<file path="config.mk">
export PLATFORM = sky130hd
export DESIGN_NAME = nrf_reply_framer
export DESIGN_NICKNAME = d
export VERILOG_FILES = /design/src/rtl/nrf_pkg.sv /design/src/rtl/nrf_reply_framer.sv
export VERILOG_INCLUDE_DIRS = /design/src /design/src/rtl
export SDC_FILE = /design/constraint.sdc
export NUM_CORES = 1
export LEC_CHECK = 0
export BUFFER_PORTS_ARGS = -buffer_cell sky130_fd_sc_hd__buf_4
export CORE_MARGIN = 2
export CORE_UTILIZATION = 55
export CTS_CLUSTER_DIAMETER = 80
export DETAILED_ROUTE_END_ITERATION = 10
export HOLD_SLACK_MARGIN = 0.15
export PLACE_DENSITY = 0.76
export SLEW_MARGIN = 20
export SYNTH_ARGS = -nofsm -noshare
export SYNTH_HDL_FRONTEND = slang
export SYNTH_SLANG_ARGS = --single-unit
</file>
<file path="constraint.sdc">
create_clock -name clk_i -period 2.74 [get_ports clk_i]
set_clock_uncertainty 0.15 [all_clocks]
set_input_delay 0.548 -clock clk_i [delete_from_list [all_inputs] [get_ports clk_i]]
set_output_delay 0.548 -clock clk_i [all_outputs]
set_load 0.05 [all_outputs]
</file>
<file path="src/rtl/nrf_regs.svh">
// named constants for the reply framer: field values, offsets, lengths
// assumes inclusion by bare name from the package and the design file
`ifndef NRF_REGS_SVH
`define NRF_REGS_SVH

// header field values
`define NRF_LEAP_NONE 2'h0
`define NRF_LEAP_ALARM 2'h3
`define NRF_VERSION 3'h3
`define NRF_MODE_SERVER 3'h4
`define NRF_STRATUM_PRIMARY 8'h01
`define NRF_POLL_DEFAULT 8'h0e
// 1 us resolution: 2^-20 s is the nearest power of two, exponent -20
`define NRF_PRECISION 8'hec
`define NRF_ROOT_ZERO 32'h0000_0000
// ascii "GPS" followed by a zero byte
`define NRF_REFID_GPS 32'h4750_5300

// payload layout, byte offsets within the 48-byte message
`define NRF_MSG_LEN 6'h30
`define NRF_MSG_LAST 6'h2f
`define NRF_OFS_FLAGS 6'h00
`define NRF_OFS_STRATUM 6'h01
`define NRF_OFS_POLL 6'h02
`define NRF_OFS_PRECISION 6'h03
`define NRF_OFS_ROOT_DELAY 6'h04
`define NRF_OFS_ROOT_DISP 6'h08
`define NRF_OFS_REFID 6'h0c
`define NRF_OFS_REF_TS 6'h10
`define NRF_OFS_ORG_TS 6'h18
`define NRF_OFS_RX_TS 6'h20
`define NRF_OFS_TX_TS 6'h28

// client request: transmit timestamp sits at byte 40
`define NRF_REQ_TX_OFS 6'h28
`define NRF_REQ_TX_END 6'h2f

// fifo shape
`define NRF_FIFO_DEPTH 4
`define NRF_BYTE_W 8

`endif

</file>
<file path="src/rtl/nrf_pkg.sv">
// types shared by the reply framer and its checker, client model and bench
// assumes the constants header sits beside it
`default_nettype none
`include "nrf_regs.svh"

package nrf_pkg;

   // one byte of a udp payload stream
   typedef struct packed {
      logic [7:0] data;
      logic last;
   } nrf_beat_t;

   // utc timebase sample in ntp timestamp format
   typedef struct packed {
      logic [31:0] sec;
      logic [31:0] frac;
   } nrf_ts_t;

   typedef enum logic [1:0] {
      NRF_IDLE = 2'b00,
      NRF_LOAD = 2'b01,
      NRF_SEND = 2'b11,
      NRF_DRAIN = 2'b10
   } nrf_state_t;

endpackage
`default_nettype wire

</file>
<file path="src/rtl/nrf_reply_framer.sv">
// ntp server reply framer and its output fifo
// assumes a utc timebase on clk_i and a udp stack on both byte streams
//
// What this block does
// - replies leave as udp payload bytes toward the 10/100 ethernet stack
// - header word, root delay, dispersion, ref id, then four 64-bit stamps
// - two-bit leap field: 0 none, 1 minute of 61 s, 2 minute of 59 s
// - leap field reads 3 until the clock was ever synchronised
// - version field is three bits holding 3
// - mode field is three bits holding 4, server
// - version and mode are fixed constants; first byte 0x1c with no warning
// - stratum is eight bits and reports 1, primary gps server
// - poll is signed eight-bit log2 seconds, e.g. 14 for 16384 s
// - precision is signed eight-bit log2 of the one microsecond tick
// - root delay and dispersion are zero in short format
// - reference identifier names gps
// - reference stamp is time of last clock set or correction
// - client stamps its request; reply returns it as originate stamp
// - receive stamp is local time latched when the request arrives
// - transmit stamp is local time captured as the reply leaves
// - every inserted stamp is utc
`timescale 1ns/1ps
`default_nettype none
`include "nrf_regs.svh"

// ----------------------------------------------------------------------
// byte fifo
// ----------------------------------------------------------------------
module nrf_fifo #(
   parameter int WIDTH = 9,
   parameter int DEPTH = `NRF_FIFO_DEPTH
) (
   input wire logic clk_i,
   input wire logic srst_i,
   // fill side
   input wire logic in_valid_i,
   input wire logic [WIDTH-1:0] in_data_i,
   output logic in_ready_o,
   // drain side
   output logic out_valid_o,
   output logic [WIDTH-1:0] out_data_o,
   input wire logic out_ready_i
);
   localparam int AW = $clog2(DEPTH);
   logic [WIDTH-1:0] mem_reg [DEPTH];
   logic [AW-1:0] wr_reg, wr_next, rd_reg, rd_next;
   logic [AW:0] cnt_reg, cnt_next;
   logic push, pop;

   // count runs up to DEPTH so that full and empty never alias
   assign push = in_valid_i && in_ready_o;
   assign pop = out_valid_o && out_ready_i;
   assign in_ready_o = cnt_reg != (AW+1)'(DEPTH);
   assign out_valid_o = cnt_reg != '0;
   assign out_data_o = mem_reg[rd_reg];

   always_comb begin
      wr_next = wr_reg;
      rd_next = rd_reg;
      cnt_next = cnt_reg;
      if (push) begin
         wr_next = (wr_reg == AW'(DEPTH - 1)) ? '0 : wr_reg + AW'(1);
      end
      if (pop) begin
         rd_next = (rd_reg == AW'(DEPTH - 1)) ? '0 : rd_reg + AW'(1);
      end
      if (push && !pop) begin
         cnt_next = cnt_reg + (AW+1)'(1);
      end else if (pop && !push) begin
         cnt_next = cnt_reg - (AW+1)'(1);
      end
   end

   always_ff @(posedge clk_i) begin
      if (srst_i) begin
         wr_reg <= '0;
         rd_reg <= '0;
         cnt_reg <= '0;
      end else begin
         wr_reg <= wr_next;
         rd_reg <= rd_next;
         cnt_reg <= cnt_next;
      end
      if (push) begin
         mem_reg[wr_reg] <= in_data_i;
      end
   end
endmodule

// ----------------------------------------------------------------------
// reply framer
// ----------------------------------------------------------------------
module nrf_reply_framer
   import nrf_pkg::*;
#(
   parameter logic [7:0] POLL = `NRF_POLL_DEFAULT
) (
   input wire logic clk_i,
   input wire logic srst_i,
   // utc timebase
   input wire nrf_ts_t utc_now_i,
   input wire logic utc_synced_i,
   input wire logic utc_set_i,
   input wire logic [1:0] leap_pending_i,
   // request payload stream from udp receive
   input wire logic req_valid_i,
   input wire nrf_beat_t req_beat_i,
   output logic req_ready_o,
   // reply payload stream to udp transmit
   output logic rep_valid_o,
   output nrf_beat_t rep_beat_o,
   input wire logic rep_ready_i,
   // status
   output logic busy_o,
   output logic ever_synced_o
);
   // ----------------------------------------------------------------------
   // request capture
   // ----------------------------------------------------------------------
   nrf_state_t state_reg, state_next;
   logic [5:0] rx_idx_reg, rx_idx_next;
   logic [63:0] org_reg, org_next;
   nrf_ts_t rx_ts_reg, rx_ts_next;
   nrf_ts_t ref_ts_reg, ref_ts_next;
   logic synced_reg, synced_next;
   logic [5:0] tx_idx_reg, tx_idx_next;
   logic [63:0] tx_ts_reg, tx_ts_next;
   logic [1:0] leap_reg, leap_next;
   logic req_ready_reg, req_ready_next;
   logic busy_reg, busy_next;
   logic fifo_in_ready;
   logic fifo_push;
   nrf_beat_t beat;
   logic [8:0] fifo_out;
   logic fifo_out_valid;
   logic req_take;
   logic rep_valid_reg, rep_valid_next;
   nrf_beat_t rep_beat_reg, rep_beat_next;
   logic fifo_pop;

   // pick one byte of a 64-bit field, most significant first
   function automatic logic [7:0] byte_of64(input logic [63:0] v, input logic [2:0] i);
      byte_of64 = v[8'(63 - 8 * i) -: 8];
   endfunction

   function automatic logic [7:0] byte_of32(input logic [31:0] v, input logic [1:0] i);
      byte_of32 = v[8'(31 - 8 * i) -: 8];
   endfunction

   assign req_take = req_valid_i && req_ready_reg;

   always_comb begin
      state_next = state_reg;
      rx_idx_next = rx_idx_reg;
      org_next = org_reg;
      rx_ts_next = rx_ts_reg;
      ref_ts_next = ref_ts_reg;
      synced_next = synced_reg;
      tx_idx_next = tx_idx_reg;
      tx_ts_next = tx_ts_reg;
      leap_next = leap_reg;
      req_ready_next = req_ready_reg;
      busy_next = busy_reg;
      // reference stamp follows each set or correction
      if (utc_set_i) begin
         ref_ts_next = utc_now_i;
      end
      if (utc_synced_i) begin
         synced_next = 1'b1;
      end
      case (state_reg)
         NRF_IDLE: begin
            req_ready_next = 1'b1;
            busy_next = 1'b0;
            if (req_take) begin
               // first request byte marks arrival
               rx_ts_next = utc_now_i;
               rx_idx_next = 6'h01;
               busy_next = 1'b1;
               state_next = NRF_LOAD;
               // a one-byte request is short: close the request side like any short one
               if (req_beat_i.last) begin
                  state_next = NRF_IDLE;
                  req_ready_next = 1'b0;
               end
            end
         end
         NRF_LOAD: begin
            if (req_take) begin
               // copy client transmit stamp verbatim
               if (rx_idx_reg >= `NRF_REQ_TX_OFS && rx_idx_reg <= `NRF_REQ_TX_END) begin
                  org_next = {org_reg[55:0], req_beat_i.data};
               end
               rx_idx_next = rx_idx_reg + 6'h01;
               if (req_beat_i.last) begin
                  req_ready_next = 1'b0;
                  // short requests are dropped without a reply
                  if (rx_idx_reg >= `NRF_REQ_TX_END) begin
                     state_next = NRF_SEND;
                     tx_idx_next = '0;
                     // leap code frozen with the request, so one reply carries one value
                     // leap alarm until ever synchronised
                     leap_next = synced_reg ? leap_pending_i : `NRF_LEAP_ALARM;
                  end else begin
                     state_next = NRF_IDLE;
                  end
               end
            end
         end
         NRF_SEND: begin
            if (fifo_in_ready) begin
               // one snapshot as the transmit field starts leaving, so its bytes agree
               if (tx_idx_reg == `NRF_OFS_TX_TS) begin
                  tx_ts_next = utc_now_i;
               end
               tx_idx_next = tx_idx_reg + 6'h01;
               if (tx_idx_reg == `NRF_MSG_LAST) begin
                  state_next = NRF_DRAIN;
               end
            end
         end
         NRF_DRAIN: begin
            // busy spans the reply until the output register has emptied too
            if (!fifo_out_valid && !rep_valid_reg) begin
               state_next = NRF_IDLE;
            end
         end
         default: begin
            state_next = NRF_IDLE;
         end
      endcase
   end

   // ----------------------------------------------------------------------
   // reply byte generation
   // ----------------------------------------------------------------------
   always_comb begin
      beat.last = (tx_idx_reg == `NRF_MSG_LAST);
      if (tx_idx_reg == `NRF_OFS_FLAGS) begin
         // fixed version and mode, never writable
         beat.data = {leap_reg, `NRF_VERSION, `NRF_MODE_SERVER};
      end else if (tx_idx_reg == `NRF_OFS_STRATUM) begin
         beat.data = `NRF_STRATUM_PRIMARY;
      end else if (tx_idx_reg == `NRF_OFS_POLL) begin
         beat.data = POLL;
      end else if (tx_idx_reg == `NRF_OFS_PRECISION) begin
         beat.data = `NRF_PRECISION;
      end else if (tx_idx_reg < `NRF_OFS_REFID) begin
         beat.data = byte_of32(`NRF_ROOT_ZERO, tx_idx_reg[1:0]);
      end else if (tx_idx_reg < `NRF_OFS_REF_TS) begin
         beat.data = byte_of32(`NRF_REFID_GPS, tx_idx_reg[1:0]);
      end else if (tx_idx_reg < `NRF_OFS_ORG_TS) begin
         beat.data = byte_of64(ref_ts_reg, tx_idx_reg[2:0]);
      end else if (tx_idx_reg < `NRF_OFS_RX_TS) begin
         beat.data = byte_of64(org_reg, tx_idx_reg[2:0]);
      end else if (tx_idx_reg < `NRF_OFS_TX_TS) begin
         beat.data = byte_of64(rx_ts_reg, tx_idx_reg[2:0]);
      end else if (tx_idx_reg == `NRF_OFS_TX_TS) begin
         beat.data = utc_now_i.sec[31:24];
      end else begin
         beat.data = byte_of64(tx_ts_reg, tx_idx_reg[2:0]);
      end
   end

   assign fifo_push = (state_reg == NRF_SEND);

   always_ff @(posedge clk_i) begin
      if (srst_i) begin
         state_reg <= NRF_IDLE;
         rx_idx_reg <= '0;
         org_reg <= '0;
         rx_ts_reg <= '0;
         ref_ts_reg <= '0;
         synced_reg <= 1'b0;
         tx_idx_reg <= '0;
         tx_ts_reg <= '0;
         leap_reg <= `NRF_LEAP_ALARM;
         req_ready_reg <= 1'b0;
         busy_reg <= 1'b0;
      end else begin
         state_reg <= state_next;
         rx_idx_reg <= rx_idx_next;
         org_reg <= org_next;
         rx_ts_reg <= rx_ts_next;
         ref_ts_reg <= ref_ts_next;
         synced_reg <= synced_next;
         tx_idx_reg <= tx_idx_next;
         tx_ts_reg <= tx_ts_next;
         leap_reg <= leap_next;
         req_ready_reg <= req_ready_next;
         busy_reg <= busy_next;
      end
   end

   // ----------------------------------------------------------------------
   // output fifo and registered stream toward udp
   // ----------------------------------------------------------------------
   nrf_fifo #(
      .WIDTH($bits(nrf_beat_t)),
      .DEPTH(`NRF_FIFO_DEPTH)
   ) u_fifo (
      .clk_i(clk_i),
      .srst_i(srst_i),
      .in_valid_i(fifo_push),
      .in_data_i(beat),
      .in_ready_o(fifo_in_ready),
      .out_valid_o(fifo_out_valid),
      .out_data_o(fifo_out),
      .out_ready_i(fifo_pop)
   );

   // refill the output register when it is empty or being taken
   assign fifo_pop = !rep_valid_reg || rep_ready_i;

   always_comb begin
      rep_valid_next = rep_valid_reg;
      rep_beat_next = rep_beat_reg;
      if (fifo_pop) begin
         rep_valid_next = fifo_out_valid;
         rep_beat_next = fifo_out;
      end
   end

   // every reply output leaves straight from a flip-flop
   always_ff @(posedge clk_i) begin
      if (srst_i) begin
         rep_valid_reg <= 1'b0;
         rep_beat_reg <= '0;
      end else begin
         rep_valid_reg <= rep_valid_next;
         rep_beat_reg <= rep_beat_next;
      end
   end

   assign req_ready_o = req_ready_reg;
   assign rep_valid_o = rep_valid_reg;
   assign rep_beat_o = rep_beat_reg;
   assign busy_o = busy_reg;
   assign ever_synced_o = synced_reg;
endmodule
`default_nettype wire

</file>
==> impl_metrics.env <==
export IMPL_dp_cells=1915
export IMPL_crit_path_start_kind="flip-flop"
export IMPL_setup_violations=0
export IMPL_ant_nets=0
export IMPL_multi_input_area_mm2=0.00678
export IMPL_vias=11944
export IMPL_timing_final_ws_setup_ns=0.147
export IMPL_synth_distinct_cells=65
export IMPL_track_usage_pct=28.6
export IMPL_syn_num_nets=1651
export IMPL_seq_area_mm2=0.00694
export IMPL_num_rows=58
export IMPL_hold_path_class="in -> reg"
export IMPL_grt_max_degree=80
export IMPL_grt_pass1_vias=11348
export IMPL_gp_congestion=0.933
export IMPL_status="completed"
export IMPL_max_cap_violations=0
export IMPL_final_nets=1757
export IMPL_fp_dieArea_mm2=0.0272
export IMPL_min_period_over_period_pct=94.6
export IMPL_dieHeight_um=165
export IMPL_cts_root_buffer="clkbuf_16"
export IMPL_cts_inserted_buffers=35
export IMPL_drtIter0Drc=1264
export IMPL_routedWlPerCell_um=19.2
export IMPL_cp_slowest_cell="o21ai_0"
export IMPL_fmax_ghz=0.386
export IMPL_antenna_found_initial=0
export IMPL_htree_levels=2
export IMPL_worst_path_max_fanout=13
export IMPL_ys_warnings_count=0
export IMPL_arrival_ns=2.66
export IMPL_synthFlopType="dfxtp_1"
export IMPL_power_density_mw_per_mm2=646
export IMPL_drt_total_wl_mm=38.7
export IMPL_async_flop_share_pct=0
export IMPL_yosysTopAreaCellShare_pct=41.0
export IMPL_dp_hpwl_mm=25.3
export IMPL_avgViaCountPerCell=5.92
export IMPL_seq_area_frac_synth_pct=48.6
export IMPL_netlist_area_mm2=0.0143
export IMPL_netlist_top_cells_count="nand2_1, dfxtp_1, a21oi_1"
export IMPL_synth_top_area_cell="dfxtp_1"
export IMPL_grt_first_pass_wirelength_mm=61.1
export IMPL_finalMaxSlewViolations=0
export IMPL_syn2layout_area_growth_pct=19.2
export IMPL_port_buffers=93
export IMPL_synth_seq_cells=328
export IMPL_numClockSinks=328
export IMPL_crit_chain="buf_8, nor4b_1, and2_1, nor3_1, o221a_2, o21ai_0"
export IMPL_n_fill_cell=1932
export IMPL_rsz0062_at_grt="no"
export IMPL_overflow=0
export IMPL_pre_cts_ws_ns=0.0795
export IMPL_critPathRequiredTime_ns=2.81
export IMPL_instances_no_fill=2017
export IMPL_drc=0
export IMPL_synth_edf_count=36
export IMPL_avgSynthCellArea_um2=9.16
export IMPL_dr_pass1_iters=6
export IMPL_fin_crit_ns=2.59
export IMPL_ir_drop_v=0.000588
export IMPL_yosysMostFrequentCell="nand2_1"
export IMPL_power_leakage_nw=6.18
export IMPL_endpoint_kind="flip-flop"
export IMPL_crit_type="reg -> reg"
export IMPL_finalHoldViolCount=0
export IMPL_drive_gt1_share_pct=16.5
export IMPL_diodes=0
export IMPL_insertion_delay_ns=0.51
export IMPL_fin_tns_setup_ns=0
export IMPL_cts_max_path_buffers=3
export IMPL_start_util_pct=56.3
export IMPL_fin_area_mm2=0.0170
export IMPL_tightest_slew_ns=0.851
export IMPL_syn_inst=1556
export IMPL_critPathMaxStageDelay_ns=0.54
export IMPL_synth_top_cells_by_area="dfxtp_1, nand2_1, mux4_2"
export IMPL_die_w_um=165
export IMPL_slew_headroom_pct=43.2
export IMPL_coreArea_mm2=0.0253
export IMPL_clk_pin_slew_ns=0.06
export IMPL_ios=94
export IMPL_cts_tree="yes"
export IMPL_dpl_cell_area_mm2=0.0154
kinds of logic (layout without fill, tap and decap cells):
logic type                 after synthesis  after routing  synth area share, %
and+or+nand+nor                        625            625                 17.9
DFF                                    328            328                 48.6
AOI/OAI and AO/OA                      296            296                 11.7
muxes                                  152            152                 16.0
buffers and inverters                  133            264                 4.03
adders and majority gates               14             14                 1.28
xor gates and xnor gates                 8              8                0.491
final cells by class:
class | instances | area share, %
Sequential cell | 328 | 40.8
Multi-Input combinational cell | 1095 | 39.9
Timing Repair Buffer | 190 | 9.86
Clock buffer | 56 | 6.40
Tap cell | 330 | 2.43
Clock inverter | 6 | 0.339
Inverter | 12 | 0.265
path summary, 6_finish.rpt:
check	slack, ns	depth (start not counted)	to	start
setup reg to reg	0.15	6	u_fifo.mem_reg[2][4]	tx_idx_reg[0]
hold reg to reg	0.30	2	rep_beat_o[4]	rep_beat_o[4]
setup / recovery	0.15	6	u_fifo.mem_reg[2][4]	tx_idx_reg[0]
hold / removal	0.15	3	tx_ts_reg[35]	utc_now_i[35]
critical path: cells and delay by family, from the launching register on:
family,cells,cell delay (ns)
flops,1,0.45
simple gates,3,0.68
compound gates,2,0.82
buf+inv,1,0.20
power by group:
| part | switching, W | internal [W] | total [W] |
|---|---|---|---|
| registers | 0.000168 | 0.00502 | 0.00519 |
| clock network | 0.00186 | 0.00281 | 0.00467 |
| logic | 0.000630 | 0.000496 | 0.00113 |
per-layer routing:
layer | vias up | track usage [%] | routed length (um)
met3 | 81 | 4.72 | 3010
met5 | - | 0 | 0
li1 | 5569 | - | -
met4 | 0 | 9.96 | 1140
met2 | 526 | 45.9 | 18100
met1 | 5768 | 39.2 | 16400
through the flow:
step                      hold slack (ns)  util (%)  total power (W)
final                               0.154      67.1           0.0110
after global routing                0.162      67.1           0.0113
after CTS                           0.150      67.0           0.0110
after global placement              0.288      61.0          0.00633
after floorplan                     0.283         -          0.00596
after detailed placement            0.296      61.0          0.00636
timing repair:
item	in CTS	in global routing
resized for setup	0	1
endpoints found under the setup margin	0	15
endpoints found under the hold margin	57	0
buffers inserted	0	1
hold buffers	39	0
cell usage in the layout (no fill, tap or decap), types with 5 or more instances in the layout:
master,n
a21oi_1,219
a22oi_1,5
a31oi_1,7
and2_1,9
buf_12,11
buf_4,138
clkbuf_1,10
clkbuf_16,37
clkbuf_8,10
dfxtp_1,289
dlygate4sd3_1,39
edfxtp_1,36
ha_1,13
inv_1,11
mux2i_1,91
mux4_2,61
nand2_1,439
nand2b_1,6
nand3_1,13
nand4_1,5
nor2_1,100
nor2b_1,11
nor3_1,13
nor3b_1,5
o21ai_0,17
o22ai_1,5
Note: power is estimated with default switching activity, not from simulation.
